## config.mk

```make
export PLATFORM = sky130hd
export DESIGN_NAME = tmps_top
export DESIGN_NICKNAME = d
export VERILOG_FILES = /design/src/pkg/tmps_pkg.sv /design/src/rtl/tmps_top.sv
export VERILOG_INCLUDE_DIRS = /design/src /design/src/pkg
export SDC_FILE = /design/constraint.sdc
export NUM_CORES = 1
export LEC_CHECK = 0
export ABC_AREA = 1
export BUFFER_PORTS_ARGS = -buffer_cell sky130_fd_sc_hd__buf_4
export CORE_MARGIN = 2
export CORE_UTILIZATION = 40
export CTS_CLUSTER_SIZE = 12
export DETAILED_ROUTE_END_ITERATION = 12
export PLACE_DENSITY_LB_ADDON = 0.2
export SKIP_LAST_GASP = 1
export SYNTH_ARGS = -nofsm -noshare
export SYNTH_HDL_FRONTEND = slang
export SYNTH_SLANG_ARGS = --single-unit
```

## constraint.sdc

```tcl
create_clock -name clk_i -period 11.2 [get_ports clk_i]
set_input_delay 1.12 -clock clk_i [delete_from_list [all_inputs] [get_ports clk_i]]
set_output_delay 1.12 -clock clk_i [all_outputs]
set_load 0.01 [all_outputs]
```

## src/pkg/tmps_defs.svh

```systemverilog
// Offsets, field positions and reset values of the transmit pin selector
`ifndef TMPS_DEFS_SVH
`define TMPS_DEFS_SVH
`define TMPS_NPORT          8
`define TMPS_OFF_CFG_LO     12'h000
`define TMPS_OFF_CFG_HI     12'h004
`define TMPS_OFF_CTRL       12'h008
`define TMPS_OFF_STAT       12'h00c
`define TMPS_CTRL_TRI_BIT   0
`define TMPS_CTRL_DRX_BIT   1
`define TMPS_CTRL_EDGE_BIT  2
`define TMPS_CFG_RST        32'h0000_0000
`define TMPS_CTRL_RST       3'h0
`endif

```

## src/pkg/tmps_pkg.sv

```systemverilog
// Types for the transmit multifunction pin selector
package tmps_pkg;
   typedef enum logic [3:0] {
      TMPS_FN_TRI_HI  = 4'h8,
      TMPS_FN_GPI     = 4'h9,
      TMPS_FN_OUT_HI  = 4'ha,
      TMPS_FN_OUT_LO  = 4'hb,
      TMPS_FN_NEG_IN  = 4'hd,
      TMPS_FN_TRI_LO  = 4'he
   } tmps_fn_e;
   typedef struct packed {
      logic [7:0] a;
      logic [7:0] b;
   } tmps_pins_s;
endpackage

```

## src/rtl/tmps_top.sv

```systemverilog
// Transmit multifunction pin function select for eight line ports
// What this block does
// - Each pin A and B of every port takes its role from its own 4-bit code.
// - After reset every pin is an input until software picks a function.
// - The output enable of a pin follows the direction of its code.
// - Code 1001 makes the pin a general input shown in the status register.
// - Code 1010 drives the pin constantly high.
// - Code 1011 drives the pin as the fixed low-level output.
// - Code 1101 takes negative-rail data when dual-rail mode is enabled.
// - Code 1110 tristates the line on a low pin level, ORed with software.
// - Data is latched on the framer clock edge chosen by the edge bit.
// - An unconnected pin reads high because of its pull-up.
// - Code 1000 tristates the line on a high pin level, ORed with software.
//
// Our own choices: the address map and the APB interface to the registers.
`timescale 1ns/10ps
`include "tmps_defs.svh"
module tmps_top
   import tmps_pkg::*;
(
   input  wire logic             clk_i,
   input  wire logic             rst_b_i,
   input  wire logic             psel_i,
   input  wire logic             penable_i,
   input  wire logic             pwrite_i,
   input  wire logic [11:0]      paddr_i,
   input  wire logic [31:0]      pwdata_i,
   output logic      [31:0]      prdata_o,
   output logic                  pready_o,
   output logic                  pslverr_o,
   input  wire tmps_pins_s       pin_i,
   output tmps_pins_s            pin_o,
   output tmps_pins_s            pin_oe_o,
   input  wire logic [7:0]       fclk_i,
   input  wire logic [7:0]       neg_data_i,
   output logic      [7:0]       neg_data_o,
   output logic      [7:0]       line_tristate_o
);
   logic [1:0]  rst_sync_q;
   logic        rst_b;
   logic [31:0] cfg_lo_q;
   logic [31:0] cfg_hi_q;
   logic [2:0]  ctrl_q;
   tmps_pins_s  pin_s1_q;
   tmps_pins_s  pin_s2_q;
   logic [7:0]  fclk_s1_q;
   logic [7:0]  fclk_s2_q;
   logic [7:0]  fclk_s3_q;
   logic [7:0]  negin_s1_q;
   logic [7:0]  negin_s2_q;
   logic [7:0]  neg_q;
   tmps_pins_s  gpi_q;
   logic [7:0]  tri_line_q;
   logic [31:0] prdata_q;

   always_ff @(posedge clk_i or negedge rst_b_i) begin
      if (!rst_b_i) begin
         rst_sync_q <= 2'h0;
      end else begin
         rst_sync_q <= {rst_sync_q[0], 1'b1};
      end
   end
   assign rst_b = rst_sync_q[1];

   function automatic logic [3:0] fn_of(input logic [31:0] lo,
                                        input logic [31:0] hi,
                                        input int idx);
      logic [63:0] all;
      all   = {hi, lo};
      fn_of = all[idx*4 +: 4];
   endfunction

   function automatic logic fn_is_out(input logic [3:0] f);
      fn_is_out = (f == TMPS_FN_OUT_HI) || (f == TMPS_FN_OUT_LO);
   endfunction

   // Pin A of port n at nibble 2n, pin B at 2n+1
   wire         acc_w    = psel_i & penable_i;
   wire         wr_w     = acc_w & pwrite_i;
   wire         hit_lo   = paddr_i == `TMPS_OFF_CFG_LO;
   wire         hit_hi   = paddr_i == `TMPS_OFF_CFG_HI;
   wire         hit_ctrl = paddr_i == `TMPS_OFF_CTRL;
   wire         hit_stat = paddr_i == `TMPS_OFF_STAT;
   wire         hit_any  = hit_lo | hit_hi | hit_ctrl | hit_stat;
   wire         sw_tri   = ctrl_q[`TMPS_CTRL_TRI_BIT];
   wire         drx_en   = ctrl_q[`TMPS_CTRL_DRX_BIT];
   wire         fall_sel = ctrl_q[`TMPS_CTRL_EDGE_BIT];
   wire  [7:0]  edge_w;
   logic [31:0] rd_mux;

   always_ff @(posedge clk_i or negedge rst_b) begin
      if (!rst_b) begin
         cfg_lo_q <= `TMPS_CFG_RST;
         cfg_hi_q <= `TMPS_CFG_RST;
         ctrl_q   <= `TMPS_CTRL_RST;
      end else begin
         if (wr_w && hit_lo) cfg_lo_q <= pwdata_i;
         if (wr_w && hit_hi) cfg_hi_q <= pwdata_i;
         if (wr_w && hit_ctrl) ctrl_q <= pwdata_i[2:0];
      end
   end

   // Pins are foreign: two flops before any logic
   always_ff @(posedge clk_i or negedge rst_b) begin
      if (!rst_b) begin
         pin_s1_q   <= '1;
         pin_s2_q   <= '1;
         fclk_s1_q  <= 8'h00;
         fclk_s2_q  <= 8'h00;
         fclk_s3_q  <= 8'h00;
         negin_s1_q <= 8'h00;
         negin_s2_q <= 8'h00;
      end else begin
         pin_s1_q   <= pin_i;
         pin_s2_q   <= pin_s1_q;
         fclk_s1_q  <= fclk_i;
         fclk_s2_q  <= fclk_s1_q;
         fclk_s3_q  <= fclk_s2_q;
         negin_s1_q <= neg_data_i;
         negin_s2_q <= negin_s1_q;
      end
   end

   // Framer clock is slow beside clk_i, so its edges are found by sampling
   assign edge_w = fall_sel ? (fclk_s3_q & ~fclk_s2_q)
                            : (~fclk_s3_q & fclk_s2_q);

   genvar gp;
   generate
      for (gp = 0; gp < `TMPS_NPORT; gp++) begin : g_port
         wire [3:0] fa = fn_of(cfg_lo_q, cfg_hi_q, 2*gp);
         wire [3:0] fb = fn_of(cfg_lo_q, cfg_hi_q, 2*gp+1);
         assign pin_oe_o.a[gp] = fn_is_out(fa);
         assign pin_oe_o.b[gp] = fn_is_out(fb);
         assign pin_o.a[gp]    = (fa == TMPS_FN_OUT_HI);
         assign pin_o.b[gp]    = (fb == TMPS_FN_OUT_HI);
         // (either or both pins of a port may carry it; their results are ORed)
         wire tri_a = ((fa == TMPS_FN_TRI_HI) &  pin_s2_q.a[gp]) |
                      ((fa == TMPS_FN_TRI_LO) & ~pin_s2_q.a[gp]);
         wire tri_b = ((fb == TMPS_FN_TRI_HI) &  pin_s2_q.b[gp]) |
                      ((fb == TMPS_FN_TRI_LO) & ~pin_s2_q.b[gp]);
         // negative rail from whichever pin carries it, else data pin
         wire neg_src = (fa == TMPS_FN_NEG_IN) ? pin_s2_q.a[gp] :
                        (fb == TMPS_FN_NEG_IN) ? pin_s2_q.b[gp] :
                        negin_s2_q[gp];
         always_ff @(posedge clk_i or negedge rst_b) begin
            if (!rst_b) begin
               gpi_q.a[gp]    <= 1'b1;
               gpi_q.b[gp]    <= 1'b1;
               tri_line_q[gp] <= 1'b0;
               neg_q[gp]      <= 1'b0;
            end else begin
               if (fa == TMPS_FN_GPI) gpi_q.a[gp] <= pin_s2_q.a[gp];
               if (fb == TMPS_FN_GPI) gpi_q.b[gp] <= pin_s2_q.b[gp];
               tri_line_q[gp] <= sw_tri | tri_a | tri_b;
               if (!drx_en) begin
                  neg_q[gp] <= 1'b0;
               end else if (edge_w[gp]) begin
                  neg_q[gp] <= neg_src;
               end
            end
         end
      end
   endgenerate

   assign neg_data_o      = neg_q;
   assign line_tristate_o = tri_line_q;

   always_comb begin
      rd_mux = 32'h0000_0000;
      if (hit_lo)   rd_mux = cfg_lo_q;
      if (hit_hi)   rd_mux = cfg_hi_q;
      if (hit_ctrl) rd_mux = {29'h0, ctrl_q};
      if (hit_stat) rd_mux = {16'h0, gpi_q};
   end

   always_ff @(posedge clk_i or negedge rst_b) begin
      if (!rst_b) begin
         prdata_q <= 32'h0000_0000;
      end else if (psel_i && !penable_i && !pwrite_i) begin
         prdata_q <= rd_mux;
      end
   end

   // Zero wait states; unmapped addresses answer with an error
   assign prdata_o  = prdata_q;
   assign pready_o  = 1'b1;
   assign pslverr_o = acc_w & ~hit_any;

   property p_reset_inputs;
      @(posedge clk_i) $rose(rst_b) |-> (pin_oe_o == '0);
   endproperty
   a_reset_inputs: assert property (p_reset_inputs)
      else $error("pin drives right after reset");

   property p_oe_follows;
      @(posedge clk_i) disable iff (!rst_b)
      (cfg_lo_q[3:0] == 4'ha) |-> pin_oe_o.a[0] && pin_o.a[0];
   endproperty
   a_oe_follows: assert property (p_oe_follows)
      else $error("high output code not driving high");

   property p_low_out;
      @(posedge clk_i) disable iff (!rst_b)
      (cfg_lo_q[7:4] == 4'hb) |-> pin_oe_o.b[0] && !pin_o.b[0];
   endproperty
   a_low_out: assert property (p_low_out)
      else $error("low output code wrong");

   property p_input_no_drive;
      @(posedge clk_i) disable iff (!rst_b)
      (cfg_lo_q[3:0] inside {4'h8, 4'h9, 4'hd, 4'he}) |-> !pin_oe_o.a[0];
   endproperty
   a_input_no_drive: assert property (p_input_no_drive)
      else $error("input function drives pin");

   property p_sw_tri;
      @(posedge clk_i) disable iff (!rst_b)
      sw_tri |=> line_tristate_o == 8'hff;
   endproperty
   a_sw_tri: assert property (p_sw_tri)
      else $error("software tristate ignored");

   property p_tri_hi;
      @(posedge clk_i) disable iff (!rst_b)
      (cfg_lo_q[3:0] == 4'h8 && pin_s2_q.a[0]) |=> line_tristate_o[0];
   endproperty
   a_tri_hi: assert property (p_tri_hi)
      else $error("high tristate pin ignored");

   property p_tri_lo;
      @(posedge clk_i) disable iff (!rst_b)
      (cfg_lo_q[3:0] == 4'he && !pin_s2_q.a[0]) |=> line_tristate_o[0];
   endproperty
   a_tri_lo: assert property (p_tri_lo)
      else $error("low tristate pin ignored");

   property p_gpi_sync;
      @(posedge clk_i) disable iff (!rst_b)
      (cfg_lo_q[3:0] == 4'h9) ##1 (cfg_lo_q[3:0] == 4'h9)
         |-> gpi_q.a[0] == $past(pin_i.a[0], 3);
   endproperty
   a_gpi_sync: assert property (p_gpi_sync)
      else $error("status does not follow pin after sync");

   property p_neg_hold;
      @(posedge clk_i) disable iff (!rst_b)
      (drx_en && !edge_w[0]) |=> $stable(neg_data_o[0]);
   endproperty
   a_neg_hold: assert property (p_neg_hold)
      else $error("negative data moved off the selected edge");

   property p_cfg_write;
      @(posedge clk_i) disable iff (!rst_b)
      (wr_w && hit_lo) |=> cfg_lo_q == $past(pwdata_i);
   endproperty
   a_cfg_write: assert property (p_cfg_write)
      else $error("config write not stored");

   property p_port7_map;
      @(posedge clk_i) disable iff (!rst_b)
      (cfg_hi_q[31:28] == 4'ha) |-> pin_oe_o.b[7] && pin_o.b[7];
   endproperty
   a_port7_map: assert property (p_port7_map)
      else $error("top nibble does not steer pin b of port 7");

   property p_gpi_b_sync;
      @(posedge clk_i) disable iff (!rst_b)
      (cfg_lo_q[7:4] == 4'h9) ##1 (cfg_lo_q[7:4] == 4'h9)
         |-> gpi_q.b[0] == $past(pin_i.b[0], 3);
   endproperty
   a_gpi_b_sync: assert property (p_gpi_b_sync)
      else $error("pin b status does not follow pin after sync");

   property p_gpi_hold;
      @(posedge clk_i) disable iff (!rst_b)
      (cfg_lo_q[3:0] != 4'h9) |=> $stable(gpi_q.a[0]);
   endproperty
   a_gpi_hold: assert property (p_gpi_hold)
      else $error("status bit moved while pin is not a general input");

   property p_reset_quiet;
      @(posedge clk_i) $rose(rst_b) |->
         (line_tristate_o == 8'h00) && (neg_data_o == 8'h00);
   endproperty
   a_reset_quiet: assert property (p_reset_quiet)
      else $error("line outputs active right after reset");

   property p_neg_off;
      @(posedge clk_i) disable iff (!rst_b)
      !drx_en |=> neg_data_o == 8'h00;
   endproperty
   a_neg_off: assert property (p_neg_off)
      else $error("negative data present in single rail mode");

   // Latched value is the synchronised pin level seen on the edge cycle
   property p_neg_latch;
      @(posedge clk_i) disable iff (!rst_b)
      (drx_en && edge_w[0] && cfg_lo_q[3:0] == 4'hd)
         |=> neg_data_o[0] == $past(pin_s2_q.a[0]);
   endproperty
   a_neg_latch: assert property (p_neg_latch)
      else $error("negative data not taken from pin on selected edge");

   c_tri_lo: cover property (@(posedge clk_i) line_tristate_o[0] && !sw_tri);
   c_neg: cover property (@(posedge clk_i) drx_en && edge_w[0]);
   c_gpi: cover property (@(posedge clk_i) cfg_lo_q[3:0] == 4'h9);
   c_port7_out: cover property (@(posedge clk_i) pin_oe_o.b[7]);
endmodule

```

==> key figures <==
Global routing
  – Leftover overflow at the end of global routing: 0
  – GR Util All Layers: 0.2038
  – Number of global-route vias before repair: 7215
  – Largest net degree at the start of global routing: 83
  – First-pass GRT wire length: 38.13 mm
  – Initial antenna violation count: 0

Critical path
  – Crit start category: input port
  – Crit path DAT: 2.44 ns
  – Critical Path RT: 10.08 ns
  – Critical Path End Type: primary output
  – CP Max Fanout: 55
  – Crit Path Class: in -> out

Pwr
  – Gate power share: 0.035
  – Overall power: 1.591 mW
  – Peak VDD IR: 93.77 µV
  – Internal power: 1.259 mW
  – P_sw: 331.8 µW
  – Switching part of the total power: 0.2086
  – Clock power frac: 0.481
  – Seq pwr share: 0.485
  – LEAKAGE: 5.328 nW
  – Pwr dens: 144.3 mW/mm²

Floorplanning
  – Die width: 152.5 µm
  – Effective utilization at floorplan: 0.4056
  – Die height: 152.5 µm
  – Die ar.: 0.02327 mm²
  – Core area: 0.02176 mm²
  – Row count: 54
  – IO Count: 163

Cells and area
  – Final Util: 0.5068
  – Area Overhead vs Synth: 24.95%
  – # diodes: 0
  – Post-Layout Inst Area: 0.01103 mm²
  – Share of layout cells above drive strength 1: 0.2220
  – Most frequent cells in the layout: nand2_1, buf_4, dfrtp_1, inv_1, o21ai_0
  – # nets final: 1254
  – Commonest non-fill, non-tap cell in the layout: nand2_1

Synth
  – Compound-Gate Fraction of Synth Area: 0.09755
  – Post-synthesis adder-cell area fraction: 0
  – Synth Cell Area: 0.008825 mm²
  – Yosys reg bits: 205
  – Largest family of logic cells by synthesized area: simple AND/OR/NAND/NOR gates
  – Post-Synth XOR/XNOR Area: 0
  – Post-synthesis mux area share: 0
  – Cell variety after synth: 35
  – Simple-Gate Fraction of Synth Area: 0.2297
  – Synth warn: 0
  – Register area share after synthesis: 0.5881
  – Post-synthesis instance total: 1016
  – Mean post-synth cell area: 8.686 µm²

Clock tree
  – CTS root buffer: clkbuf_16
  – Post-CTS Setup Bufs: 0
  – Longest Clk Path Bufs: 3
  – Worst-Skew Late Latency: 0.50 ns
  – Clk slew on worst S/H paths: 0.06 ns
  – CTS tree: done
  – Sink Count: 205
  – Post-CTS resize count: 0
  – H-Tree Depth: 1
  – Hold-fix buffers, CTS: 0
  – Clock buffer count from CTS: 23

Detailed routing
  – DRT Wirelength: 23.54 mm
  – WL/cell: 16.03 µm
  – First DRT Iteration DRCs: 467
  – Vias: 7270
  – Pre-Repair DR Iteration Count: 5
  – Vias per Instance: 4.949
  – Drc violations: 0
  – Antenna Nets Post-Route: 0

Placed design
  – GPL Wtd Cong: 0.8328
  – Final HPWL DP: 16.29 mm
  – PortBufs: 161
  – Placed Area: 0.01025 mm²

STA
  – Minimum clock period: 3.557 ns
  – Slew @ Worst Pin: 1.034 ns
  – Max-slew violations: 0
  – Final setup viols: 0
  – Part of the cycle the worst path needs: 0.3176
  – Clock Skews: 0.006645 ns
  – Worst Hold Margin: 0.3415 ns
  – Setup tns final: 0 ns
  – Final Hold Fails: 0
  – Unrepaired setup endpoints after global routing: false
  – Max-slew headroom at the worst pin: 0.3110
  – Max Fclk: 281.1 MHz

Min path
  – Worst hold path class: reg -> reg

Outcome
  – Outcome: completed

Job
  – Max Cap Viol: 0
[per-stage QoR]
| step | setup slack [ns] | cells |
|---|---|---|
| after CTS | 7.639 | 1469 |
| final | 7.643 | 1469 |
| after global routing | 7.549 | 1469 |
| after floorplan | 5.148 | 1017 |
| after detailed placement | 7.587 | 1428 |
| after global placement | 7.658 | 1428 |
[layout make-up]
| cell class | count | area [µm²] |
|---|---|---|
| Clock inverter | 4 | 70.07 |
| Fill cell | 2087 | 10730 |
| Inverter | 152 | 570.5 |
| Clock buffer | 37 | 708.2 |
| Sequential cell | 205 | 5194 |
| Timing Repair Buffer | 165 | 1239 |
| Tap cell | 280 | 350.3 |
| Multi-Input combinational cell | 626 | 2895 |
[final timing paths]
check	startpoint	to	slack, ns	cells after the start
max in group asynchronous	rst_sync_q[1]	prdata_o[17]	9.14	1
min reg2reg	fclk_s1_q[4]	fclk_s2_q[4]	0.34	0
max	paddr_i[7]	pslverr_o	7.64	7
max reg2reg	rst_sync_q[1]	prdata_o[17]	9.14	1
min	fclk_s1_q[4]	fclk_s2_q[4]	0.34	0
min in group asynchronous	rst_b_i	rst_sync_q[1]	0.39	1
[power by group through the flow]
stage	combinational (mW)	sequential, mW	clock (mW)
after global placement	0.0554	0.784	0
after global routing	0.0617	0.774	0.810
after detailed placement	0.0559	0.785	0
final	0.0550	0.771	0.765
after floorplan	0.0186	0.787	0
after CTS	0.0562	0.772	0.778
[state kept, by name, indices dropped and copies added, names as in the netlist, 16 cells and up]
signal    flops
gpi_q        16
prdata_o     32
cfg_hi_q     32
pin_s2_q     16
pin_s1_q     16
cfg_lo_q     32
[layer usage]
layer	global-route usage	wire, µm	vias to the layer above
li1	-	-	3575
met1	0.2850	10510	3418
met2	0.3254	10840	233
met5	0	0	-
met3	0.03584	1567	44
met4	0.06526	620	0
[kinds of logic (layout without fill, tap and decap cells)]
logic type,after synthesis,after routing
simple gates,461,461
flops,205,205
buf+inv,186,358
compound gates,163,163
other cells,1,2
[cell usage after synthesis, drive strengths merged]
cell / number / share of area
a21o: 1 / 0.00085
a31oi: 7 / 0.0050
o21bai: 4 / 0.0034
inv: 151 / 0.064
clkinv: 1 / 0.00042
o22ai: 4 / 0.0028
o21ai: 132 / 0.075
buf: 18 / 0.013
dfrtp: 157 / 0.45
nor3: 23 / 0.014
nand4: 33 / 0.024
nor2: 57 / 0.028
or2: 2 / 0.0014
conb: 1 / 0.00042
dfstp: 48 / 0.14
o211ai: 1 / 0.00085
nand2: 255 / 0.11
o21a: 2 / 0.0017
clkbuf: 16 / 0.0069
a21oi: 12 / 0.0081
nand3: 91 / 0.054
[critical path, cell delays in order]
cell	delay (ns)
buf_4	0.11
nor2_1	0.09
nand2_1	0.13
nor2_8	0.12
buf_4	0.53
a21oi_1	0.14
buf_4	0.18
Note: power is estimated with default switching activity, not from simulation.
